<file path="src/ipi_consts.svh">
// constants for the input program interface: codes, decoder contents, offsets, reset values, rate multiplier
// Contract
// RULE1 - remote select disables front panel switches
// RULE2 - remote select enables relay output buffers
// RULE3 - host raises interface reset on character P
// RULE4 - reset clears both channel latches, non-DAC mode
// RULE5 - non-DAC strobes reach only control latches
// RULE6 - select lines choose channel A or B
// RULE7 - host holds select lines until next prefix
// RULE8 - controls keep defaults until programmed
// RULE9 - decoder maps code 0111 to 000011
// RULE10 - channel B uses same decoder as A
// RULE11 - level command is prefix, sign, X.YZ, asterisk
// RULE12 - sign in non-DAC sets DAC bit, rising edge
// RULE13 - DAC bit alters decode, strobes to shifter
// RULE14 - sign shifted in on same strobe falling edge
// RULE15 - DAC mode never clocks control latches
// RULE16 - decimal point strobe suppressed, not stored
// RULE17 - asterisk blocked, falling edge clears DAC bit
// RULE18 - stored sign and digits held static
// RULE19 - rate multiplier gives N pulses per 1000
// RULE20 - pulses resynchronised on inverted oscillator, q and q_n
// RULE21 - plus sign selects negative current source
// RULE22 - non-DAC for conditioning, DAC for levels only
// RULE23 - code and selects stable over whole strobe
`ifndef IPI_CONSTS_SVH
`define IPI_CONSTS_SVH

// character codes on the nibble, bit 0 is the first data line
`define IPI_CODE_PLUS    4'hB
`define IPI_CODE_MINUS   4'hD
`define IPI_CODE_POINT   4'hE
`define IPI_CODE_STAR    4'hA
`define IPI_CODE_W       4
`define IPI_WORD_W       6

// decoder contents, entry 15 first; non-DAC and DAC address halves
`define IPI_ROM_NDAC {6'h10,6'h10,6'h0F,6'h10,6'h0F,6'h10,6'h0B,6'h0A,6'h03,6'h02,6'h09,6'h08,6'h07,6'h06,6'h05,6'h04}
`define IPI_ROM_DAC  {6'h10,6'h10,6'h00,6'h10,6'h00,6'h30,6'h00,6'h00,6'h00,6'h00,6'h00,6'h00,6'h00,6'h00,6'h00,6'h00}

// latch layout
`define IPI_LATCH_RST    8'h00
`define IPI_DAC_BIT      7
`define IPI_SHIFT_RST    16'h0000
`define IPI_SIGN_HI      15
`define IPI_SIGN_LO      12

// rate multiplier
`define IPI_RM_MOD       11'd1000
`define IPI_BCD_HUND     10'd100
`define IPI_BCD_TEN      10'd10

// register byte offsets
`define IPI_REG_CTRL     8'h00
`define IPI_REG_STATUS   8'h04
`define IPI_REG_LATCH    8'h08
`define IPI_REG_LEVEL_A  8'h0C
`define IPI_REG_LEVEL_B  8'h10
`define IPI_CTRL_RST     2'h1
`define IPI_CTRL_RUN     0
`define IPI_CTRL_SRST    1
`define IPI_CHAN_A       0
`define IPI_CHAN_B       1

`endif

</file>
<file path="src/ipi_pkg.sv">
// types shared by the input program interface
package ipi_pkg;

    // one decoder output word
    typedef struct packed {
        logic       level_end;  // asterisk: leave DAC mode
        logic       block;      // suppress the strobe
        logic [2:0] addr;       // latch bit address
        logic       data;       // value latched
    } ipi_word_t;

    // analog-side drive of one trigger level channel
    typedef struct packed {
        logic pos_src_en;       // positive current source enable
        logic neg_src_en;       // negative current source enable
        logic pulse_q;          // resynchronised pulse, true
        logic pulse_q_n;        // resynchronised pulse, complement
    } ipi_chan_t;

endpackage : ipi_pkg

</file>
<file path="src/ipi_input_prog.sv">
// remote programming interface for the two counter input channels
//
// The placing of the registers and the AHB-Lite register port were left to the implementer.
`timescale 1ns/1ns
`include "ipi_consts.svh"

module ipi_input_prog #(
    parameter int NCH = 2                                 // channels
) (
    input  wire logic                     hclk,           // bus clock, 10 MHz
    input  wire logic                     hresetn,        // async reset, low
    input  wire logic                     hsel,           // slave select
    input  wire logic [31:0]              haddr,          // byte address
    input  wire logic [1:0]               htrans,         // transfer type
    input  wire logic                     hwrite,         // write when high
    input  wire logic [2:0]               hsize,          // word only
    input  wire logic [31:0]              hwdata,         // write data
    input  wire logic                     hready,         // bus ready
    output logic                          hreadyout,      // slave ready
    output logic                          hresp,          // always okay
    output logic [31:0]                   hrdata,         // read data
    input  wire logic                     remote_select_n,// remote, low
    input  wire logic                     interface_reset,// host reset, high
    input  wire logic                     char_strobe,    // character clock
    input  wire logic                     chan_sel_a,     // channel A select
    input  wire logic                     chan_sel_b,     // channel B select
    input  wire logic [3:0]               char_code_nibble, // character code
    input  wire logic                     rm_osc,         // rate multiplier osc
    output logic                          local_sw_disable, // panel lockout
    output logic                          relay_oe_n,     // relay buffer enable, low
    output logic [1:0][6:0]               relay_ctrl,     // relay drive per channel
    output logic                          dac_mode,       // DAC control mode
    output ipi_pkg::ipi_chan_t [1:0]      dac_out         // level drive per channel
);
    import ipi_pkg::*;

    // complete block state, registered as one
    typedef struct packed {
        logic                  strb_s1;     // strobe sync stage 1
        logic                  strb_s2;     // strobe sync stage 2
        logic                  strb_d;      // strobe delayed, edge find
        logic [1:0]            sel_s1;      // selects stage 1
        logic [1:0]            sel_s2;      // selects stage 2
        logic [3:0]            code_s1;     // code stage 1
        logic [3:0]            code_s2;     // code stage 2
        logic                  rst_s1;      // host reset stage 1
        logic                  rst_s2;      // host reset stage 2
        logic                  rem_s1;      // remote select stage 1
        logic                  rem_s2;      // remote select stage 2
        logic                  osc_s1;      // oscillator stage 1
        logic                  osc_s2;      // oscillator stage 2
        logic                  osc_d;       // oscillator delayed
        logic [1:0][7:0]       latch;       // channel control latches
        logic [1:0][15:0]      shift;       // trigger level shifters
        logic [1:0][9:0]       acc;         // rate multiplier phase
        logic [1:0]            rm_pulse;    // rate multiplier output
        logic [1:0]            rs_q;        // resync flip-flop
        ipi_chan_t [1:0]       chan;        // channel drive outputs
        logic [1:0][6:0]       relay;       // relay outputs
        logic                  oe_n;        // buffer enable
        logic                  lock;        // panel lockout
        logic                  mode;        // DAC mode output copy
        logic [1:0]            ctrl;        // software control
        logic                  pend;        // bus data phase pending
        logic                  pend_wr;     // pending is write
        logic [7:0]            pend_addr;   // pending byte address
        logic                  rdy;         // hreadyout
        logic [31:0]           rdata;       // hrdata
    } ipi_state_t;

    ipi_state_t st;                         // current state
    ipi_state_t next_st;                    // next state

    localparam logic [95:0] ROM_NDAC = `IPI_ROM_NDAC; // non-DAC decode
    localparam logic [95:0] ROM_DAC  = `IPI_ROM_DAC;  // DAC decode

    // decoder; the DAC bit is the upper address line
    function automatic ipi_word_t decode_char(input logic dac, input logic [3:0] code);
        logic [95:0] rom;
        rom = dac ? ROM_DAC : ROM_NDAC;                  // RULE13
        return ipi_word_t'(rom[code*`IPI_WORD_W +: `IPI_WORD_W]); // RULE9 RULE10
    endfunction : decode_char

    // bcd digits to a binary count 0..999
    function automatic logic [9:0] bcd_value(input logic [11:0] d);
        logic [9:0] v;
        v = 10'(d[11:8]) * `IPI_BCD_HUND;
        v = 10'(v + 10'(d[7:4]) * `IPI_BCD_TEN);
        return 10'(v + 10'(d[3:0]));
    endfunction : bcd_value

    logic             strb_rise;    // strobe rising edge
    logic             strb_fall;    // strobe falling edge
    logic             osc_rise;     // oscillator rising edge
    logic             osc_fall;     // oscillator falling edge
    logic             ch_ok;        // a single channel is selected
    logic             ch;           // selected channel index
    logic             in_dac;       // either channel holds DAC bit
    ipi_word_t        word;         // decoded character
    logic [10:0]      rm_sum;       // accumulator plus step
    logic [9:0]       rm_step;      // programmed pulses per period
    logic             bus_take;     // address phase accepted
    logic             clear_all;    // host or software reset

    // next state: synchronisers, interpreter, rate multipliers and bus slave
    always_comb begin
        next_st   = st;
        rm_sum    = 11'h000;
        rm_step   = 10'h000;

        // two-stage sync on every asynchronous pin; logic uses stage 2, plus a delayed copy for strobe and oscillator edges
        next_st.strb_s1 = char_strobe;
        next_st.strb_s2 = st.strb_s1;
        next_st.strb_d  = st.strb_s2;
        next_st.sel_s1  = {chan_sel_b, chan_sel_a};
        next_st.sel_s2  = st.sel_s1;
        next_st.code_s1 = char_code_nibble;
        next_st.code_s2 = st.code_s1;
        next_st.rst_s1  = interface_reset;
        next_st.rst_s2  = st.rst_s1;
        next_st.rem_s1  = remote_select_n;
        next_st.rem_s2  = st.rem_s1;
        next_st.osc_s1  = rm_osc;
        next_st.osc_s2  = st.osc_s1;
        next_st.osc_d   = st.osc_s2;

        // edges after sync; data is sampled two stages late as well,
        // so code and selects line up with the strobe edge
        strb_rise = st.strb_s2 & ~st.strb_d;          // RULE23
        strb_fall = ~st.strb_s2 & st.strb_d;          // RULE23
        osc_rise  = st.osc_s2 & ~st.osc_d;
        osc_fall  = ~st.osc_s2 & st.osc_d;

        // channel decode: A high and B low, or the reverse
        ch_ok = st.sel_s2[`IPI_CHAN_A] ^ st.sel_s2[`IPI_CHAN_B];   // RULE6
        ch    = st.sel_s2[`IPI_CHAN_B];                            // RULE6

        // mode line is the or of both channels' DAC bits
        in_dac = st.latch[`IPI_CHAN_A][`IPI_DAC_BIT] | st.latch[`IPI_CHAN_B][`IPI_DAC_BIT];
        word   = decode_char(in_dac, st.code_s2);

        clear_all = st.rst_s2 | st.ctrl[`IPI_CTRL_SRST];

        if (clear_all) begin
            // all latches low; DAC bit low means non-DAC mode
            next_st.latch = {NCH{`IPI_LATCH_RST}};    // RULE4 RULE8
        end else begin
            // non-DAC: rising edge clocks only the selected control latch
            if (strb_rise && ch_ok && !in_dac && !word.block) begin
                next_st.latch[ch][word.addr] = word.data; // RULE5 RULE12 RULE15 RULE22
            end
            // DAC mode: falling edge feeds the level shifter
            if (strb_fall && ch_ok && in_dac) begin
                if (!word.block) begin
                    next_st.shift[ch] = {st.shift[ch][11:0], st.code_s2}; // RULE14 RULE16
                end
                if (word.level_end) begin
                    next_st.latch[ch][`IPI_DAC_BIT] = 1'b0; // RULE17
                end
            end
            // in DAC mode the control latch bits below the mode bit
            // are never touched by the branches above
        end

        // sign and digits of each channel, held until reprogrammed
        for (int i = 0; i < NCH; i++) begin
            rm_step = bcd_value(st.shift[i][11:0]);   // RULE18
            if (osc_rise) begin
                if (st.ctrl[`IPI_CTRL_RUN]) begin
                    rm_sum = {1'b0, st.acc[i]} + {1'b0, rm_step};
                    // one carry per 1000 clocks for each unit of the count
                    if (rm_sum >= `IPI_RM_MOD) begin
                        next_st.acc[i]      = 10'(rm_sum - `IPI_RM_MOD); // RULE19
                        next_st.rm_pulse[i] = 1'b1;                      // RULE19
                    end else begin
                        next_st.acc[i]      = rm_sum[9:0];
                        next_st.rm_pulse[i] = 1'b0;
                    end
                end else begin
                    next_st.acc[i]      = 10'h000;
                    next_st.rm_pulse[i] = 1'b0;
                end
            end
            // resync on the opposite oscillator edge, mid-period
            if (osc_fall) begin
                next_st.rs_q[i] = st.rm_pulse[i];                 // RULE20
            end
            next_st.chan[i].pulse_q   = st.rs_q[i];               // RULE20
            next_st.chan[i].pulse_q_n = ~st.rs_q[i];              // RULE20
            // plus turns off the positive source, on the negative one
            next_st.chan[i].pos_src_en =
                (st.shift[i][`IPI_SIGN_HI:`IPI_SIGN_LO] != `IPI_CODE_PLUS); // RULE21
            next_st.chan[i].neg_src_en =
                (st.shift[i][`IPI_SIGN_HI:`IPI_SIGN_LO] == `IPI_CODE_PLUS); // RULE21
            next_st.relay[i] = st.latch[i][6:0];
        end

        // remote low: panel locked out, latch buffers drive the relays
        next_st.lock = ~st.rem_s2;                    // RULE1
        next_st.oe_n = st.rem_s2;                     // RULE2
        next_st.mode = in_dac;

        // software reset is a single-cycle pulse
        next_st.ctrl[`IPI_CTRL_SRST] = 1'b0;

        // bus: address phase taken, one wait state, then data phase ends
        bus_take = hsel & htrans[1] & hready;
        if (st.pend) begin
            next_st.pend = 1'b0;
            next_st.rdy  = 1'b1;
            next_st.rdata = 32'h0000_0000;
            if (st.pend_wr) begin
                // only the control word is writable
                if (st.pend_addr == `IPI_REG_CTRL) begin
                    next_st.ctrl = hwdata[1:0];
                end
            end else begin
                case (st.pend_addr)
                    `IPI_REG_CTRL: begin
                        next_st.rdata = {30'h0000_0000, st.ctrl};
                    end
                    `IPI_REG_STATUS: begin
                        next_st.rdata = {28'h000_0000, st.rst_s2, ~st.rem_s2,
                                         st.latch[`IPI_CHAN_B][`IPI_DAC_BIT],
                                         st.latch[`IPI_CHAN_A][`IPI_DAC_BIT]};
                    end
                    `IPI_REG_LATCH: begin
                        next_st.rdata = {16'h0000, st.latch[`IPI_CHAN_B], st.latch[`IPI_CHAN_A]};
                    end
                    `IPI_REG_LEVEL_A: begin
                        next_st.rdata = {16'h0000, st.shift[`IPI_CHAN_A]};
                    end
                    `IPI_REG_LEVEL_B: begin
                        next_st.rdata = {16'h0000, st.shift[`IPI_CHAN_B]};
                    end
                    default: begin
                        // unmapped reads as zero, still okay
                        next_st.rdata = 32'h0000_0000;
                    end
                endcase
            end
        end else if (bus_take) begin
            next_st.pend      = 1'b1;
            next_st.pend_wr   = hwrite;
            next_st.pend_addr = haddr[7:0];
            next_st.rdy       = 1'b0;
        end else begin
            next_st.rdy = 1'b1;
        end
    end

    // state register; async reset loads constants only
    always_ff @(posedge hclk or negedge hresetn) begin
        if (!hresetn) begin
            st           <= '0;
            st.latch     <= {NCH{`IPI_LATCH_RST}};        // RULE4
            st.shift     <= {NCH{`IPI_SHIFT_RST}};
            st.rem_s1    <= 1'b1;
            st.rem_s2    <= 1'b1;
            st.oe_n      <= 1'b1;
            st.ctrl      <= `IPI_CTRL_RST;
            st.rdy       <= 1'b1;
            for (int i = 0; i < NCH; i++) begin
                st.chan[i].pos_src_en <= 1'b1;
                st.chan[i].pulse_q_n  <= 1'b1;
            end
        end else begin
            st <= next_st;
        end
    end

    // outputs straight from the state flops, except hresp tied low
    assign hreadyout        = st.rdy;
    assign hresp            = 1'b0;
    assign hrdata           = st.rdata;
    assign local_sw_disable = st.lock;
    assign relay_oe_n       = st.oe_n;
    assign relay_ctrl       = st.relay;
    assign dac_mode         = st.mode;
    assign dac_out          = st.chan;

endmodule : ipi_input_prog

</file>
<file path="config.mk">
export PLATFORM = sky130hd
export DESIGN_NAME = ipi_input_prog
export DESIGN_NICKNAME = d
export VERILOG_FILES = /design/src/ipi_pkg.sv /design/src/ipi_input_prog.sv
export VERILOG_INCLUDE_DIRS = /design/src
export SDC_FILE = /design/constraint.sdc
export NUM_CORES = 1
export LEC_CHECK = 0
export ABC_CLOCK_PERIOD_IN_PS = 5460
export BUFFER_PORTS_ARGS = -buffer_cell sky130_fd_sc_hd__buf_4
export CAP_MARGIN = 20
export CORE_MARGIN = 2
export CORE_UTILIZATION = 59
export CTS_BUF_LIST = sky130_fd_sc_hd__clkbuf_2 sky130_fd_sc_hd__clkbuf_4 sky130_fd_sc_hd__clkbuf_8
export DETAILED_ROUTE_END_ITERATION = 7
export GPL_TIMING_DRIVEN = 1
export PLACE_DENSITY = 0.83
export SYNTH_ARGS = -nofsm -noshare
export SYNTH_HDL_FRONTEND = slang
export SYNTH_SLANG_ARGS = --single-unit
</file>
<file path="constraint.sdc">
create_clock -name hclk -period 5.46 [get_ports hclk]
set_input_delay 0.273 -clock hclk [delete_from_list [all_inputs] [get_ports hclk]]
set_output_delay 0.273 -clock hclk [all_outputs]
set_load 0.05 [all_outputs]
</file>
# == Word level (Yosys, flattened, before mapping) ==
# Cells that the tools add are included.
# word_totals
ff_bits,164
input_bits,84
elab_cells,140
# classes
addsub,8
multipliers,5
n_lt_le_gt_ge,6
n_eq_ne,8
n_shift,1
n_mux,36
bitwise_logic,21
reduce_logical,13
# ops
operator,n
96-bit by 8-bit variable part select with 6-bit output,1
82-bit two-way mux,1
16-bit two-way mux,5
16-bit case mux with 5 select lines,1
32-bit two-way mux,2
10-bit two-way mux,5
48-bit two-way mux,1
32-bit bitwise mux,1
12-bit two-way mux,2
10-bit by 10-bit adder with 11-bit output,2
"11-bit by 10-bit >= comparator with 1-bit output, second input constant",2
10-bit by 4-bit adder with 10-bit output,2
10-bit by 8-bit adder with 10-bit output,2
"10-bit subtractor, second input constant",2
16-bit AND,1
16-bit bitwise mux,1
16-bit demux with 1-bit select,1
8-bit demux with 1-bit select,2
"8-bit by 4-bit equality test with 1-bit output, second input constant",2
"4-bit by 5-bit multiplier with 8-bit output, second input constant",2
8-bit two-way mux,2
16-bit inverter,1
"4-bit by 3-bit multiplier with 7-bit output, second input constant",2
1-bit inverter,10
other kinds (20),45

# == Depth between registers and ports, before layout ==
# Gate-level depths: netlist of run 1.
# depth
word_depth,16
ltp_mapped,20
depth_no_buf,20

# == Least setup slack after synthesis of run 1 ==
# Ideal clock, no wire load.
# synth_timing
path_kind,reg2reg
start,register st[99] (netlist bit)
end,register st[81] (netlist bit)
arrival_ns,4.497
slack_ns,0.832
stages_incl_launch_ff,21
period_less_slack_ns,4.628
path_cell_list,dfrtp_1 ha_1 ha_1 fa_1 ha_1 ha_1 inv_1 o21bai_1 a21oi_1 o21bai_1 a21oi_1 xnor2_1 ha_1 nor2b_1 nand3_1 o311ai_0 a211oi_1 or4b_4 a2111oi_2 xnor2_1 o21ai_1
# synth_between
elab_chain_cells,7
# synth_rtl
element,line,source
from (decl),ipi_input_prog.sv:71,ipi_state_t st;
from (signal assigned),ipi_input_prog.sv:268,st <= next_st;
4-bit by 3-bit multiplier with 7-bit output (no source line) (*),-,
10-bit by 8-bit adder with 10-bit output (no source line) (*),-,
10-bit by 4-bit adder with 10-bit output (*),ipi_input_prog.sv:89,return 10'(v + 10'(d[3:0]));
10-bit by 10-bit adder with 11-bit output (*),ipi_input_prog.sv:170,"rm_sum = {1'b0, st.acc[i]} + {1'b0, rm_step};"
10-bit subtractor (no source line) or 11-bit by 10-bit >= comparator with 1-bit output (tied branches),-,
10-bit two-way mux (*),ipi_input_prog.sv:172,if (rm_sum >= `IPI_RM_MOD) begin
10-bit two-way mux (*),ipi_input_prog.sv:169,if (st.ctrl[`IPI_CTRL_RUN]) begin
# Every way passes the cells marked *; elsewhere a longest branch is shown, timed or not.
# A chain may end at the register's enable or synchronous reset.

# == Final worst setup path of run 1 ==
# layout_timing
start,register st[99] (netlist bit)
end,register st[78] (netlist bit)
# Same word-level chain as after synthesis.

==> qor.yml, run 1 <==
clk_pin_slew_ns: 0.09
p_total_uw: 2185
synth_largest_area_cell: "dfrtp_1"
worst_pin_slew_ns: 1.078
min_period_ns: 5.086
synth_area_um2: 8441
avgSynthCellArea_um2: 10.63
reg2reg_from: "st[99]"
vdd_drop_max_v: 0.0001886
synth_top_cell_area_share_pct: 41.21
areaGrowthSynthToFinish_pct: 10.01
holdPathStages: 3
synth_mux_area_share_pct: 5.396
fin_worst_skew_ns: 0.01344
grt_setup_unrepaired: "false"
ff2ff_path_depth: 20
min-delay-start: "haddr[2]"
timing.final.ws_setup_ns: 0.3737
grt_max_degree: 99
cts_buffer_depth: 2
required_ns: 5.82
antenna_found_initial: 0
synth_seq_area_share_pct: 44.01
path_max_fanout: 7
ys_seq_elements: 148
synth_commonest_cells: "139 x dfrtp_1, 68 x ha_1, 66 x nand2_1"
yosysWarnings: 0
pin_count: 143
synth_edf_count: 0
setup_viol: 0
synth-compound-area-share_pct: 14.71
layout-drive-gt1-share_pct: 18.44
drcViolationCount: 0
cts_setup_buffers: 0
firstDrtPassIters: 8
synth-simple-area-share_pct: 10.09
grt_pass1_vias: 5707
slew_headroom_pct: 27.89
num-nets-final: 997
status: "complete, no violations"
fillerInstances: 1043
grt_pass1_wl_um: 27830
start_kind: "flop"
finalMaxSlewViolations: 0
async_flop_share_pct: 100.0
die_area_um2: 15280
cts_made_buffers: 17
cts_tree: "built"
place_congestion: 0.8782
multi_input_area_um2: 4046
ant_nets: 0
layout.area.seq_um2: 3715
fin_crit_sh_pct: 93.16
power.leakage_uw: 0.004609
grt.total_usage_pct: 23.46
hpwl_um: 12210
powerDensity_nw_per_um2: 235.3
arrival_ns: 5.44
ff2ff_setup_slack_ns: 0.37
insertion_delay_ns: 0.46
critPathKind: "reg -> reg"
hold_class: "in -> reg"
synth.distinct_cells: 64
core_area_um2: 13930
synth.area.top_cells: "dfrtp_1 41%, ha_1 10%, buf_4 4.9%"
synthXorXnorAreaFrac_pct: 3.943
drt_iter0_drc: 563
place_ws_ns: 0.3975
fp.dieW_um: 123.6
antenna_cells: 0
cap_violations: 0
hold_violations: 0
routed_wl_um: 16940
die_y_um: 123.6
synthFlopType: "dfrtp_1"
postSynthCellCount: 794
synthAdderAreaFrac_pct: 13.04
tns_ns: 0
routedWlPerCell_um: 16.51
synth_top_family_by_area: "compound AO/OA/AOI/OAI gates"
worst_setup_path_end_kind: "flop"
max_freq_mhz: 196.6
h-tree-depth: 4
port_buffers: 67
grt-ovfl-total: 0
rr_endpoint: "st[78]"
synth.most_common_cell: "dfrtp_1"
hold_end: "st[35]"
root_buffer: "clkbuf_8"
whs_ns: 0.02318
row_count: 43
cts.sinks: 148
post_drt_via_cell_ratio: 5.857
start_util_pct: 60.57
vias: 6009
[per-layer routing]
layer / wire [um] / up-vias / global-route usage, %
li1: - / 2862 / -
met4: 344 / 0 / 7.884
met1: 7434 / 2888 / 32.62
met2: 8068 / 227 / 36.64
met3: 1097 / 32 / 5.220
met5: 0 / - / 0
[final cells by class]
class,count,area share [%]
Clock buffer,18,2.668
Tap cell,180,2.426
Multi-Input combinational cell,520,43.58
Inverter,61,2.466
Sequential cell,148,40.01
Clock inverter,14,1.536
Timing Repair Buffer,85,7.317
[metrics by stage]
stage	utilization, %	area, um^2	instances
6_report	66.63	9285	1026
5_1_grt	66.63	9285	1026
4_1_cts	66.63	9285	1026
3_5_place_dp	62.75	8745	979
3_3_place_gp	62.75	8745	979
2_1_floorplan	-	8501	810
[flip-flops by register name, indices dropped and copies added, names as in the netlist]
signal            count
relay_ctrl           14
st                   76
hrdata               16
relay_oe_n            1
local_sw_disable      1
dac_out               8
hreadyout             1
ch                    1
next_st              29
dac_mode              1
[critical path: stages, from the launching register on]
cell and delay, ns:
dfrtp_1 0.47, ha_1 0.32, ha_1 0.23, fa_1 0.45, ha_1 0.28, ha_1 0.34
inv_1 0.07, o21bai_1 0.07, a21oi_1 0.24, o21bai_1 0.10, a21oi_1 0.19, xnor2_1 0.11
ha_1 0.40, nor2b_1 0.21, nand3_1 0.09, o311ai_0 0.13, a211oi_1 0.13, or4b_4 0.51
o21a_1 0.30, mux2i_1 0.16, a22o_1 0.21
[report_power, final]
group | total, uW | switching (uW) | internal [uW]
clock | 839 | 452 | 387
sequential | 1160 | 31.5 | 1130
combinational | 187 | 127 | 60.7
[cell families after synthesis]
kind of cell             count (synthesis)
XOR/XNOR                                38
other                                    1
adder cells (fa/ha/maj)                 81
flip-flops                             148
multiplexers                            41
AO/OA/AOI/OAI                          176
buffers and inverters                  142
AND/OR/NAND/NOR                        167
[layout by cell type, fill, tap and decap left out, types with 4 or more instances in the layout]
cell type / count
a21o_1: 11
a21oi_1: 33
a222oi_1: 16
and2_1: 8
buf_4: 69
clkbuf_8: 18
conb_1: 17
dfrtp_1: 139
dfstp_2: 9
dlygate4sd3_1: 15
fa_1: 12
ha_1: 68
inv_1: 61
inv_6: 4
mux2_2: 36
mux2i_1: 5
nand2_1: 66
nand3_1: 11
nand3b_1: 8
nand4b_1: 5
nor2_1: 27
nor2b_1: 10
nor3_1: 5
nor4_1: 5
o211ai_1: 14
o21a_1: 4
o21ai_0: 25
o21ai_1: 5
o21bai_1: 6
o22ai_1: 15
o31ai_1: 16
xnor2_1: 26
xor2_1: 12
[what timing repair did]
item / in CTS / in global routing
hold buffers: 15 / 0
resized for setup: 0 / 0
endpoints found under the hold margin: 104 / 0
[worst max-delay path by stage]
stage / from / end / slack [ns] / cells after the start
2_1_floorplan: st[99] / st[81] / 0.83 / 20
3_3_place_gp: st[99] / st[78] / 0.52 / 20
6_report: st[99] / st[78] / 0.37 / 20
3_5_place_dp: st[99] / st[78] / 0.40 / 20
4_1_cts: st[99] / st[78] / 0.39 / 20
5_1_grt: st[99] / st[77] / 0.04 / 20
No activity file was read; power rests on OpenSTA's default activity.
==> run 2: changes to the inputs <==
--- a/config.mk
+++ b/config.mk
@@ -9,9 +9,11 @@
 export ABC_CLOCK_PERIOD_IN_PS = 5460
 export BUFFER_PORTS_ARGS = -buffer_cell sky130_fd_sc_hd__buf_4
 export CAP_MARGIN = 20
+export CORE_ASPECT_RATIO = 0.7
 export CORE_MARGIN = 2
 export CORE_UTILIZATION = 59
 export CTS_BUF_LIST = sky130_fd_sc_hd__clkbuf_2 sky130_fd_sc_hd__clkbuf_4 sky130_fd_sc_hd__clkbuf_8
+export CTS_CLUSTER_SIZE = 40
 export DETAILED_ROUTE_END_ITERATION = 7
 export GPL_TIMING_DRIVEN = 1
 export PLACE_DENSITY = 0.83
==> run 2 against run 1 <==
Clock power rose by 9.9%. Final cell count rose by 0.78%. Via count rose by 0.82%. Routed wire length rose by 3.0%. Sequential power barely moved. Critical endpoint is now st[77]. Critical path type unchanged. Hold slack got worse by 0.014 ns. Largest cell class unchanged. Core utilization rose by 0.060 points. Sequential cell count did not move.
==> qor.yml, run 2 (synthesis results as in run 1) <==
grt-ovfl-total: 0  # unchanged
drcViolationCount: 0  # unchanged
grt_setup_unrepaired: "false"
cts_buffer_depth: 2  # unchanged
routed_wl_um: 17460  # +3.0%
arrival_ns: 5.50  # +0.06 ns
fin_worst_skew_ns: 0.01382  # +0.0003722 ns
power.leakage_uw: 0.004622  # +0.27%
place_congestion: 0.8763  # -0.22%
cts_made_buffers: 17  # unchanged
clk_pin_slew_ns: 0.09  # about the same
final_cell_mix: "139 x dfrtp_1, 70 x buf_4, 68 x ha_1"
vias: 6058  # +0.82%
core_area_um2: 13960  # +0.21%
hold_class: "in -> reg"
hpwl_um: 12490  # +2.3%
die_y_um: 104.1  # -16%
max_freq_mhz: 194.3  # -1.2%
areaGrowthSynthToFinish_pct: 10.33
cts_tree: "built"
cap_violations: 0  # unchanged
grt_pass1_vias: 5712  # +0.088%
cp_cell_sequence: "ha_1 > ha_1 > fa_1 > ha_1 > ha_1 > inv_1 > o21bai_1 > a21oi_1 > o21bai_1 > a21oi_1 > xnor2_1 > ha_1 > nor2b_1 > nand3_1 > o311ai_0 > a211oi_1 > or4b_4 > o21a_1 > xnor2_1 > o31ai_1"
holdPathStages: 3  # unchanged
min_period_ns: 5.148  # +0.06151 ns
powerDensity_nw_per_um2: 243.6  # +3.5%
status: "complete, no violations"
num-nets-final: 995  # -0.20%
cp.depth: 20  # unchanged
p_total_uw: 2268  # +3.8%
required_ns: 5.81  # about the same
cts_setup_buffers: 0  # unchanged
worst_setup_path_end_kind: "flop"
antenna_found_initial: 0  # unchanged
h-tree-depth: 4  # unchanged
path_common_cell: "ha_1"
timing.final.ws_setup_ns: 0.3122  # -0.06151 ns
tns_ns: 0  # unchanged
worst_path_max_delay_cell: "or4b_4"
firstDrtPassIters: 8  # unchanged
hold_buffers: 12  # -3
antenna_cells: 0  # unchanged
cts.sinks: 148  # unchanged
grt_pass1_wl_um: 28990  # +4.2%
finalMaxSlewViolations: 0  # unchanged
layout-drive-gt1-share_pct: 18.60  # +0.16 points
slew_headroom_pct: 44.24  # +16 points
final_common_cell: "dfrtp_1"
row_count: 36  # -16%
start_util_pct: 60.45  # -0.12 points
ant_nets: 0  # unchanged
routedWlPerCell_um: 16.88  # +2.2%
cts_resized: 0  # unchanged
hold_violations: 0  # unchanged
regMostFlops: "st"
worst_pin_slew_ns: 0.8365  # -0.2412 ns
pin_count: 143  # unchanged
start_kind: "flop"
critical-path-top-delay-family: "adder cells"
path_max_fanout: 7  # unchanged
port_buffers: 67  # unchanged
drt_iter0_drc: 569  # +1.1%
fp.dieW_um: 147.0  # +19%
setup_viol: 0  # unchanged
grt_max_degree: 94  # -5.1%
insertion_delay_ns: 0.45  # about the same
place_ws_ns: 0.3780  # -0.01952 ns
largest_reg_flops: 76  # unchanged
grt.total_usage_pct: 23.77  # +0.31 points
crit_buf_inv: 1  # unchanged
cp_slowest_stage_delay_ns: 0.51  # about the same
die_area_um2: 15290  # about the same
root_buffer: "clkbuf_8"
fin_crit_sh_pct: 94.28  # +1.1 points
post_drt_via_cell_ratio: 5.859  # about the same
ff2ff_path_depth: 20  # unchanged
vdd_drop_max_v: 0.0001869  # -0.89%
critPathKind: "reg -> reg"
==> run 2: worst paths after layout <==
kind	from	endpoint	slack [ns]
max	st[99]	st[77]	0.31
min	haddr[7]	st[40]	0.01
max reg2reg	st[99]	st[77]	0.31
min reg2reg	next_st[149]	st[149]	0.35
max in group asynchronous	hresetn	st[124]	3.80
min in group asynchronous	hresetn	st[81]	0.44
==> run 2: tightest hold or removal path: stages <==
cell     delay, ns
buf_4         0.08
nand2_1       0.04
nand2_1       0.04
==> run 2: cell type report <==
cell class,count,area (um^2)
tap,190,237.7
clock buffer,18,247.7
multi-input combinational,520,4046
clock inverter,14,180.2
sequential,148,3715
timing repair buffer,83,656.9
fill,1081,4651
inverter,61,229.0
==> run 2: per-stage QoR <==
step           area, um^2  hold slack (ns)  utilization [%]  instances
2_1_floorplan        8501         -0.02259                -        810
3_3_place_gp         8757           0.3335            62.72        989
3_5_place_dp         8757           0.3347            62.72        989
4_1_cts              9305         0.002739            66.64       1033
5_1_grt              9313        0.0009236            66.69       1034
6_report             9313         0.009666            66.69       1034
==> run 2: layer usage <==
| metal | global-route usage, % | wire (um) | vias to the layer above |
|---|---|---|---|
| met4 | 6.937 | 325 | 0 |
| met3 | 5.351 | 1323 | 30 |
| met2 | 34.21 | 7551 | 246 |
| li1 | - | - | 2850 |
| met1 | 36.15 | 8255 | 2932 |
| met5 | 0 | 0 | - |
==> run 2: where the power goes <==
part,internal [uW],switching [uW],leakage [uW],total (uW)
clock,444,478,0.000220,922
combinational,59.8,127,0.00243,187
sequential,1130,32.8,0.00197,1160
total,1630,638,0.00462,2270
